File: src/rtl/boost_cfg_pkg.sv
// Purpose: Shared constants and types for the boost regulator settings bank.
// Assumes: A byte-wide register port and a 100 MHz core clock.
// Notes: The decode tables map each field code to its physical figure.
package boost_cfg_pkg;

  // ****************************************
  // Register map
  // ****************************************
  localparam logic [7:0] start_voltage_addr = 8'h73;
  localparam logic [7:0] loop_comp_addr = 8'h74;
  localparam logic [7:0] switch_timing_addr = 8'h75;

  // Values loaded at reset, before the nonvolatile copy is written in.
  localparam logic [7:0] start_voltage_reset = 8'h00;
  localparam logic [7:0] loop_comp_reset = 8'h00;
  localparam logic [7:0] switch_timing_reset = 8'h00;

  // Bits that hold a value; all others read as zero.
  localparam logic [7:0] start_voltage_mask = 8'h3f;
  localparam logic [7:0] loop_comp_mask = 8'hff;
  localparam logic [7:0] switch_timing_mask = 8'hf7;

  // ****************************************
  // Field positions
  // ****************************************
  localparam int start_code_lsb = 0;
  localparam int light_load_lsb = 6;
  localparam int jitter_lsb = 4;
  localparam int integral_lsb = 2;
  localparam int proportional_lsb = 0;
  localparam int off_time_lsb = 6;
  localparam int blank_time_lsb = 4;
  localparam int ramp_rate_lsb = 0;

  // ****************************************
  // Figures
  // ****************************************
  localparam logic [15:0] target_base_mv = 16'd16000;
  localparam logic [15:0] target_step_mv = 16'd500;
  localparam logic [5:0] target_code_max = 6'h3f;
  localparam logic [4:0] light_load_step_ua = 5'd5;
  localparam logic [4:0] ramp_count_max = 5'd16;

  typedef struct packed {
    logic [4:0] light_load_ua;
    logic jitter_bypass;
    logic [8:0] jitter_corner_khz;
    logic [2:0] integral_factor;
    logic [2:0] proportional_factor;
  } loop_cfg_t;

  typedef struct packed {
    logic [7:0] off_time_ns;
    logic [7:0] blank_time_ns;
    logic [4:0] ramp_cycles;
  } timing_cfg_t;

  typedef struct packed {
    logic [5:0] target_code;
    logic [15:0] target_mv;
    logic adaptive_active;
  } target_t;

  function automatic logic [4:0] ramp_cycles_of(input logic [2:0] code);
    case (code)
      3'h6: ramp_cycles_of = 5'd8;
      3'h7: ramp_cycles_of = ramp_count_max;
      default: ramp_cycles_of = {2'h0, code} + 5'd1;
    endcase
  endfunction

  function automatic logic [8:0] jitter_khz_of(input logic [1:0] code);
    case (code)
      2'h1: jitter_khz_of = 9'd300;
      2'h2: jitter_khz_of = 9'd60;
      2'h3: jitter_khz_of = 9'd30;
      default: jitter_khz_of = 9'd0;
    endcase
  endfunction

  function automatic logic [7:0] off_ns_of(input logic [1:0] code);
    case (code)
      2'h0: off_ns_of = 8'd131;
      2'h1: off_ns_of = 8'd68;
      2'h2: off_ns_of = 8'd38;
      default: off_ns_of = 8'd24;
    endcase
  endfunction

  function automatic logic [7:0] blank_ns_of(input logic [1:0] code);
    case (code)
      2'h0: blank_ns_of = 8'd162;
      2'h1: blank_ns_of = 8'd88;
      2'h2: blank_ns_of = 8'd63;
      default: blank_ns_of = 8'd40;
    endcase
  endfunction

  function automatic logic [2:0] factor_of(input logic [1:0] code);
    factor_of = {1'b0, code} + 3'd1;
  endfunction

endpackage

File: src/rtl/ramp_pacer.sv
// Purpose: Grants one target step every N dimming cycles.
// Assumes: dim_cycle_i is a one-cycle pulse from logic on the same clock.
// Notes: Count restarts when the rate changes so no step comes early.
`timescale 1ns/1ns
module ramp_pacer
  import boost_cfg_pkg::*;
(
  input wire logic clock_i,
  input wire logic reset_i,
  input wire logic clk_en_i,
  input wire logic [4:0] cycles_i,
  input wire logic dim_cycle_i,
  output logic step_ok_o
);

  logic [4:0] count_q;
  logic [4:0] count_d;
  logic [4:0] cycles_q;
  logic [4:0] cycles_d;
  logic step_ok_q;
  logic step_ok_d;

  always_comb begin
    count_d = count_q;
    cycles_d = cycles_i;
    step_ok_d = 1'b0;
    if (cycles_i != cycles_q) begin
      count_d = 5'd0;
    end else if (dim_cycle_i) begin
      if (count_q + 5'd1 >= cycles_i) begin
        count_d = 5'd0;
        step_ok_d = 1'b1;
      end else begin
        count_d = count_q + 5'd1;
      end
    end
  end

  always_ff @(posedge clock_i) begin
    if (reset_i) begin
      count_q <= 5'd0;
      cycles_q <= 5'd1;
      step_ok_q <= 1'b0;
    end else if (clk_en_i) begin
      count_q <= count_d;
      cycles_q <= cycles_d;
      step_ok_q <= step_ok_d;
    end
  end

  assign step_ok_o = step_ok_q;

endmodule

File: src/rtl/boost_regulator_config_regs.sv
// Purpose: Three boost regulator settings registers and the voltage target.
// Assumes: The serial host port presents decoded byte reads and writes.
// Notes: Analog loop behaviour lives elsewhere; this block hands it figures.
//
// Notes on behaviour
// - The start code n stands for 16.0 V plus 0.5 V times n.
// - With adaptive control on, the start code only seeds the target.
// - With adaptive control off, the target is held at the start code.
// - Bits 7:6 of the loop register pick a light-load current in steps.
// - Jitter code 00 bypasses, 01/10/11 give 300, 60 and 30 kHz.
// - The integral factor is bits 3:2 plus one.
// - The proportional factor is bits 1:0 plus one.
// - Off-time codes give 131, 68, 38 and 24 ns.
// - Blanking codes give 162, 88, 63 and 40 ns.
// - The target steps once every 1,2,3,4,5,6,8 or 16 dimming cycles.
// - Every field is readable and writable by the host.
// - The adaptive enable picks the mode, forced off in all-cluster mode.
`timescale 1ns/1ns
module boost_regulator_config_regs
  import boost_cfg_pkg::*;
(
  input wire logic clock_i,
  input wire logic reset_i,
  input wire logic clk_en_i,
  input wire logic [7:0] reg_addr_i,
  input wire logic reg_wr_i,
  input wire logic reg_rd_i,
  input wire logic [7:0] reg_wdata_i,
  output logic [7:0] reg_rdata_o,
  output logic reg_hit_o,
  input wire logic adaptive_voltage_enable_i,
  input wire logic all_cluster_mode_i,
  input wire logic startup_i,
  input wire logic dim_cycle_i,
  input wire logic raise_req_i,
  input wire logic lower_req_i,
  output loop_cfg_t loop_cfg_o,
  output timing_cfg_t timing_cfg_o,
  output target_t target_o
);

  // ****************************************
  // Register file
  // ****************************************
  logic [7:0] start_q;
  logic [7:0] start_d;
  logic [7:0] loop_q;
  logic [7:0] loop_d;
  logic [7:0] timing_q;
  logic [7:0] timing_d;
  logic [7:0] rdata_q;
  logic [7:0] rdata_d;
  logic hit;
  logic [7:0] rsel;
  logic [1:0] index;

  // ****************************************
  // Address decode
  // ****************************************
  // One decode serves the read mux and the write strobes, so the two can
  // never disagree about which byte an address names.
  function automatic logic [1:0] index_of(input logic [7:0] addr);
    case (addr)
      start_voltage_addr: index_of = 2'h0;
      loop_comp_addr: index_of = 2'h1;
      switch_timing_addr: index_of = 2'h2;
      default: index_of = 2'h3;
    endcase
  endfunction

  // Reserved bits are cleared on the way in, so they also read back as zero.
  function automatic logic [7:0] masked(input logic [1:0] idx,
                                        input logic [7:0] data);
    case (idx)
      2'h0: masked = data & start_voltage_mask;
      2'h1: masked = data & loop_comp_mask;
      2'h2: masked = data & switch_timing_mask;
      default: masked = 8'h00;
    endcase
  endfunction

  always_comb begin
    start_d = start_q;
    loop_d = loop_q;
    timing_d = timing_q;
    index = index_of(reg_addr_i);
    hit = (index != 2'h3);
    case (index)
      2'h0: rsel = start_q;
      2'h1: rsel = loop_q;
      2'h2: rsel = timing_q;
      default: rsel = 8'h00;
    endcase
    if (reg_wr_i) begin
      case (index)
        2'h0: start_d = masked(index, reg_wdata_i);
        2'h1: loop_d = masked(index, reg_wdata_i);
        2'h2: timing_d = masked(index, reg_wdata_i);
        default: ;
      endcase
    end
    // Read data holds until the next read, so a slow host may fetch it late.
    rdata_d = reg_rd_i ? rsel : rdata_q;
  end

  // A low clock enable freezes the bank, host strobes included.
  always_ff @(posedge clock_i) begin
    if (reset_i) begin
      start_q <= start_voltage_reset;
      loop_q <= loop_comp_reset;
      timing_q <= switch_timing_reset;
      rdata_q <= 8'h00;
    end else if (clk_en_i) begin
      start_q <= start_d;
      loop_q <= loop_d;
      timing_q <= timing_d;
      rdata_q <= rdata_d;
    end
  end

  assign reg_rdata_o = rdata_q;
  assign reg_hit_o = hit;

  // ****************************************
  // Field decode
  // ****************************************
  // Decoded figures are registered so the analog side sees glitch-free values.
  // Each loop and timing field is decoded once here and only its figures leave the block.
  loop_cfg_t loop_cfg_q;
  loop_cfg_t loop_cfg_d;
  timing_cfg_t timing_cfg_q;
  timing_cfg_t timing_cfg_d;
  logic [1:0] llc_code;
  logic [1:0] jit_code;

  always_comb begin
    llc_code = loop_q[light_load_lsb +: 2];
    jit_code = loop_q[jitter_lsb +: 2];
    loop_cfg_d.light_load_ua = light_load_step_ua * ({3'h0, llc_code} + 5'd1);
    loop_cfg_d.jitter_bypass = (jit_code == 2'h0);
    loop_cfg_d.jitter_corner_khz = jitter_khz_of(jit_code);
    loop_cfg_d.integral_factor = factor_of(loop_q[integral_lsb +: 2]);
    loop_cfg_d.proportional_factor =
      factor_of(loop_q[proportional_lsb +: 2]);
    timing_cfg_d.off_time_ns = off_ns_of(timing_q[off_time_lsb +: 2]);
    timing_cfg_d.blank_time_ns =
      blank_ns_of(timing_q[blank_time_lsb +: 2]);
    timing_cfg_d.ramp_cycles =
      ramp_cycles_of(timing_q[ramp_rate_lsb +: 3]);
  end

  always_ff @(posedge clock_i) begin
    if (reset_i) begin
      loop_cfg_q <= '0;
      timing_cfg_q <= '0;
    end else if (clk_en_i) begin
      loop_cfg_q <= loop_cfg_d;
      timing_cfg_q <= timing_cfg_d;
    end
  end

  assign loop_cfg_o = loop_cfg_q;
  assign timing_cfg_o = timing_cfg_q;

  // ****************************************
  // Regulator target
  // ****************************************
  logic step_ok;
  logic adaptive_active;
  logic [5:0] start_code;
  target_t target_q;
  target_t target_d;

  // The pacer grant is dropped unless adaptive control is active, so the
  // fixed mode never drifts away from the start code.
  ramp_pacer u_pacer (
    .clock_i(clock_i),
    .reset_i(reset_i),
    .clk_en_i(clk_en_i),
    .cycles_i(timing_cfg_q.ramp_cycles),
    .dim_cycle_i(dim_cycle_i),
    .step_ok_o(step_ok)
  );

  always_comb begin
    adaptive_active = adaptive_voltage_enable_i & ~all_cluster_mode_i;
    start_code = start_q[start_code_lsb +: 6];
    target_d = target_q;
    target_d.adaptive_active = adaptive_active;
    // The start code wins whenever adaptive control is off or the regulator
    // restarts, so a cold start never inherits a stale adapted level.
    if (!adaptive_active || startup_i) begin
      target_d.target_code = start_code;
    end else if (step_ok) begin
      // Raise wins over lower below the top code; at the top code a lower request still steps down.
      if (raise_req_i && target_q.target_code != target_code_max) begin
        target_d.target_code = target_q.target_code + 6'd1;
      end else if (lower_req_i && target_q.target_code != 6'h00) begin
        target_d.target_code = target_q.target_code - 6'd1;
      end
    end
    target_d.target_mv = target_base_mv +
      target_step_mv * {10'h000, target_d.target_code};
  end

  always_ff @(posedge clock_i) begin
    if (reset_i) begin
      target_q.target_code <= start_voltage_reset[5:0];
      target_q.target_mv <= target_base_mv;
      target_q.adaptive_active <= 1'b0;
    end else if (clk_en_i) begin
      target_q <= target_d;
    end
  end

  assign target_o = target_q;

endmodule

File: config.mk
export PLATFORM = sky130hd
export DESIGN_NAME = boost_regulator_config_regs
export DESIGN_NICKNAME = d
export VERILOG_FILES = /design/src/rtl/boost_cfg_pkg.sv /design/src/rtl/ramp_pacer.sv /design/src/rtl/boost_regulator_config_regs.sv
export SDC_FILE = /design/constraint.sdc
export NUM_CORES = 1
export LEC_CHECK = 0
export ABC_AREA = 1
export ABC_CLOCK_PERIOD_IN_PS = 13500
export CORE_ASPECT_RATIO = 1.2
export CORE_MARGIN = 5
export CORE_UTILIZATION = 65
export DETAILED_ROUTE_END_ITERATION = 8
export DONT_BUFFER_PORTS = 1
export GPL_TIMING_DRIVEN = 0
export PLACE_DENSITY = 0.84
export SYNTH_ARGS = -nofsm -noshare
export SYNTH_HDL_FRONTEND = slang
export SYNTH_HIERARCHICAL = 1
export SYNTH_SLANG_ARGS = --single-unit
File: constraint.sdc
create_clock -name clock_i -period 13.5 [get_ports clock_i]
set_clock_uncertainty 0.2 [all_clocks]
set_input_delay 0.675 -clock clock_i [delete_from_list [all_inputs] [get_ports clock_i]]
set_output_delay 0.675 -clock clock_i [all_outputs]
set_load 0.02 [all_outputs]
; Word level (Yosys, flattened, before mapping)
; Cells that the tools add are included.
[totals]
ff_bits = 105
out_inout_bits = 74
wordCells = 79
[classes]
add_sub_neg = 8
n_mul = 2
n_lt_le_gt_ge = 1
eq_ne = 17
muxes = 16
bitwise = 2
reduce_logical = 15
[op_table]
columns = cell, n
row1 = 8-bit case mux with 3 select lines, 3
row2 = 9-bit case mux with 3 select lines, 1
row3 = 8-bit by 7-bit equality test with 1-bit output (second input constant), 3
row4 = 6-bit two-way mux, 4
row5 = 14-bit by 15-bit adder with 16-bit output (first input constant), 1
row6 = 5-bit two-way mux, 3
row7 = 7-bit by 6-bit multiplier with 13-bit output (first input constant), 1
row8 = 2-bit equality test (second input constant), 5
row9 = 5-bit case mux with 2 select lines, 1
row10 = 2-bit by 1-bit adder with 3-bit output (second input constant), 3
row11 = 3-bit AND reduction, 3
row12 = 2-bit by 1-bit equality test with 1-bit output (second input constant), 4
row13 = 2-bit zero test, 4
row14 = 6-bit by 1-bit adder with 6-bit output (second input constant), 1
row15 = 3-bit equality test (second input constant), 2
row16 = 6-bit inequality test (second input constant), 1
row17 = 2-bit case mux with 3 select lines, 1
row18 = 6-bit nonzero test, 1
row19 = 6-bit by 1-bit subtractor with 6-bit output (second input constant), 1
row20 = 5-bit by 1-bit adder with 5-bit output (second input constant), 1
row21 = 5-bit >= comparator, 1
row22 = 3-bit by 3-bit multiplier with 5-bit output (first input constant), 1
row23 = 5-bit inequality test, 1
row24 = 3-bit by 1-bit adder with 4-bit output (second input constant), 1
row25 = other kinds (9), 13

; Longest topological paths before layout
[depth]
ltp_word = 8
ltp_mapped = 32
mapped_depth_nobuf = 32

; By module
; The synthesis kept the hierarchy.
[modules_own_cells]
columns = module, n_inst, cells_each, area_each_um2
row1 = boost_regulator_config_regs, 1, 659, 4882.2
row2 = ramp_pacer, 1, 110, 770.7

; Worst setup path after synthesis
; Ideal clock, no wire load.
[synth_timing]
path_kind = flip-flop to flip-flop
start = register target_q (netlist bit target_o[17])
end = register target_q (netlist bit target_o[15])
setup_ns = 0.109
t_arrival_ns = 4.455
slack_ns = 8.736
path_stages_with_launch = 29
n_path_buf = 0
period_less_slack_ns = 4.764
path_cell_list = dfxtp_1 ha_1 nand2_1 nor2_1 nand2_1 nand2_1 nand2_1 nand3_1 nand3_1 nand2_1 inv_1 fa_1 fa_1 fa_1 inv_1 ha_1 nand2_1 inv_1 nand2_1 nand2_1 nand2_1 nand2_1 nand3_1 nor2_2 nand2_1 nand2_1 nand3_1 nand2_1 inv_1
[synth_lines]
columns = element, line_no
row1 = "start, declared", boost_regulator_config_regs.sv:171  ; target_t target_q;
row2 = "start signal, assigned", boost_regulator_config_regs.sv:212  ; target_q <= target_d;

==> results.sh <==
export IMPL_status="completed"
export IMPL_drive_above_1_share=0.07605
export IMPL_finalSetupTns_ns=0
export IMPL_n_fill_cell=722
export IMPL_fin_nets=881
export IMPL_ioPinCount=101
export IMPL_synth_seq_cells=93
export IMPL_netlist_area_leader_share=0.3293
export IMPL_vias=5018
export IMPL_r2r_cells=27
export IMPL_rsz0062_at_grt="no"
export IMPL_die_h_um=112.2
export IMPL_placed_area_mm2=0.005814
export IMPL_core_mm2=0.008518
export IMPL_ir_worst_vdd_v=0.00007325
export IMPL_synth_async_reset_ratio=0
export IMPL_hold_buffers=0
export IMPL_drt_initial_drc_count=293
export IMPL_synth_warnings=6
export IMPL_first_pass_iters=5
export IMPL_worstPathRequired_ns=13.61
export IMPL_synth_compound_area_frac=0.1414
export IMPL_synthDistinctLibCells=41
export IMPL_final_cell_mix="nand2_1 (164), inv_1 (99), dfxtp_1 (93)"
export IMPL_ctsHtreeMaxLevel=3
export IMPL_io_buffer_count=0
export IMPL_hp_start="reset_i"
export IMPL_path_clk_slew_ns=0.09
export IMPL_grt_max_degree=16
export IMPL_cts_resized_gates=0
export IMPL_viasPerCell=5.539
export IMPL_synth_top_family_by_area="simple AND/OR/NAND/NOR gates"
export IMPL_power_density_mw_per_mm2=95.12
export IMPL_finalCritPeriodShare=0.4035
export IMPL_r2r_start="target_o[17]"
export IMPL_drt_total_wl_um=14190
export IMPL_clock_path_buffers=2
export IMPL_avgRoutedWirePerCell_um=15.66
export IMPL_cp_arrival_ns=5.56
export IMPL_drc=0
export IMPL_tightest_slew_ns=0.7464
export IMPL_end_kind="register"
export IMPL_crit_fanout=7
export IMPL_cts_root_buf="clkbuf_8"
export IMPL_die_w_um=95.13
export IMPL_numClockSinks=93
export IMPL_grt_overflow_total=0
export IMPL_max_slew_margin_rel=0.5024
export IMPL_period_minus_slack_ns=5.448
export IMPL_synth_edf_count=0
export IMPL_startpoint_type="register"
export IMPL_cts_tree="done"
export IMPL_use_met3=0.05563
export IMPL_r2r_end="target_o[14]"
export IMPL_synth_area_leaders="dfxtp_1 (33%), ha_1 (13%), nand2_1 (11%), inv_1 (6.6%), a21oi_1 (6.3%)"
export IMPL_antenna_found_initial=0
export IMPL_setup_violations=0
export IMPL_die_area_mm2=0.01067
export IMPL_synthAdderAreaFrac=0.1722
export IMPL_gp_congestion=0.9439
export IMPL_synth_xor_area_share=0.01394
export IMPL_design_area_mm2=0.005981
export IMPL_clk_latency_ns=0.37
export IMPL_dp_hpwl_um=10930
export IMPL_grt_pass1_wl_um=22550
export IMPL_ant_nets=0
export IMPL_crit_end="target_o[14]"
export IMPL_r2r_slack_ns=8.05
export IMPL_synth_top_area_cell="dfxtp_1"
export IMPL_diodes=0
export IMPL_worstSetupStartpoint="target_o[17]"
export IMPL_slew_viol_final=0
export IMPL_synthCells=769
export IMPL_syn2layout_area_growth_pct=5.799
export IMPL_cts_setup_buffers=0
export IMPL_grt_met1_usage=0.3079
export IMPL_leakagePower_nw=2.857
export IMPL_cts_buffers=9
export IMPL_hold_viol=0
export IMPL_synth_simple_area_share=0.2368
export IMPL_start_util=0.6636
export IMPL_netlist_area_mm2=0.005653
export IMPL_rows=37
export IMPL_fmax_ghz=0.1836
export IMPL_holdCritPathClass="input pin to register"
export IMPL_grt_pass1_vias=4839
export IMPL_layout_commonest_cell="nand2_1"
export IMPL_drv_cap=0
export IMPL_top_usage_layer="met2"
export IMPL_grt_use_met2=0.4638
export IMPL_synth_flop_cell="dfxtp_1"
export IMPL_critPathKind="register to register"
export IMPL_synthMuxAreaShare=0
export IMPL_ys_seq_area_frac=0.3293
export IMPL_grtUsageTotal=0.2663
export IMPL_synth_area_per_cell_um2=7.351
## power breakdown
part	switching (W)	leakage, nW	internal (W)
combinational	0.0000612	2.01	0.0000324
clock	0.0000998	0.0837	0.0000675
sequential	0.0000221	0.762	0.000286
## state kept, by name, indices dropped and copies added, names as in the netlist, 5 cells and up
signal and count:
loop_cfg_o 16, u_pacer/count_q 5, timing_cfg_o 18, loop_q 8, target_o 19, reg_rdata_o 8
timing_q 7, start_q 6, u_pacer/cycles_q 5
## routing by layer
layer	share of wire	wire (µm)	vias to the layer above
li1	-	-	2474
met1	0.40	5619	2347
met2	0.50	7147	165
met3	0.071	1008	32
met5	0	0	-
met4	0.029	414	0
## how the worst min path moves through the flow
stage / to / slack [ns] / cells past startpoint
global route: u_pacer/count_q[2] / 0.16 / 1
CTS: u_pacer/count_q[1] / 0.15 / 1
finish: u_pacer/count_q[1] / 0.16 / 1
global placement: u_pacer/cycles_q[0] / 0.26 / 2
detailed placement: u_pacer/cycles_q[0] / 0.27 / 2
floorplan: start_q[2] / 0.24 / 2
## through the flow
step	total power [W]	util	hold WS (ns)	std cells	setup slack, ns
after detailed placement	0.0004061	0.6826	0.2699	890	8.143
after global routing	0.0005946	0.7021	0.1575	906	7.707
after global placement	0.0004021	0.6826	0.2639	890	8.257
after CTS	0.0005696	0.7021	0.1524	906	8.091
after floorplan	0.0003844	-	0.2370	773	8.736
final	0.0005689	0.7021	0.1640	906	8.052
## area by class of cell
cell class                      count  area [µm²]  area share
Inverter                          107       401.6     0.06715
Tap cell                          117       146.4     0.02448
Clock buffer                       11       131.4     0.02197
Clock inverter                      5       35.03    0.005858
Sequential cell                    93        1862      0.3113
Multi-Input combinational cell    538        3209      0.5366
Buffer                             35       195.2     0.03264
## cells by family (layout without fill, tap and decap cells)
| logic type | Yosys count | after routing |
|---|---|---|
| AND/OR/NAND/NOR | 303 | 303 |
| adder cells (fa/ha/maj) | 70 | 70 |
| XOR/XNOR | 9 | 9 |
| other | 1 | 5 |
| buffers and inverters | 142 | 158 |
| AO/OA/AOI/OAI | 151 | 151 |
| flip-flops | 93 | 93 |
## worst max-delay path, stage by stage, from the launching register on
cell	delay, ns
dfxtp_1	0.60
ha_1	0.24
nand2_1	0.07
nor2_1	0.11
nand2_1	0.07
nand2_1	0.20
nand2_1	0.14
nand3_1	0.10
nand3_1	0.11
nand2_1	0.25
inv_1	0.13
fa_1	0.59
fa_1	0.56
fa_1	0.54
inv_1	0.04
ha_1	0.34
nand2_1	0.07
inv_1	0.07
nand2_1	0.07
nand2_1	0.09
nand2_1	0.07
nand2_1	0.09
nand2_1	0.06
nor2_1	0.20
nand3b_1	0.14
nand2_1	0.10
nand2_1	0.06
nand2_1	0.08
## cells in the mapped netlist (2+ instances only)
cell type,instances
nand2_1,164
inv_1,99
dfxtp_1,93
a21oi_1,71
nor2_1,64
o21ai_0,64
ha_1,57
nand3_1,45
clkbuf_1,17
fa_1,13
buf_4,12
inv_2,7
xor2_1,7
nand4_1,5
nor2_2,5
o211ai_1,5
nand2_2,4
buf_2,3
nand3b_1,3
nor2_4,3
o22ai_1,3
buf_6,2
nand2_4,2
o21a_1,2
o21ai_2,2
xnor2_1,2
(Power assumes the default switching activity.)
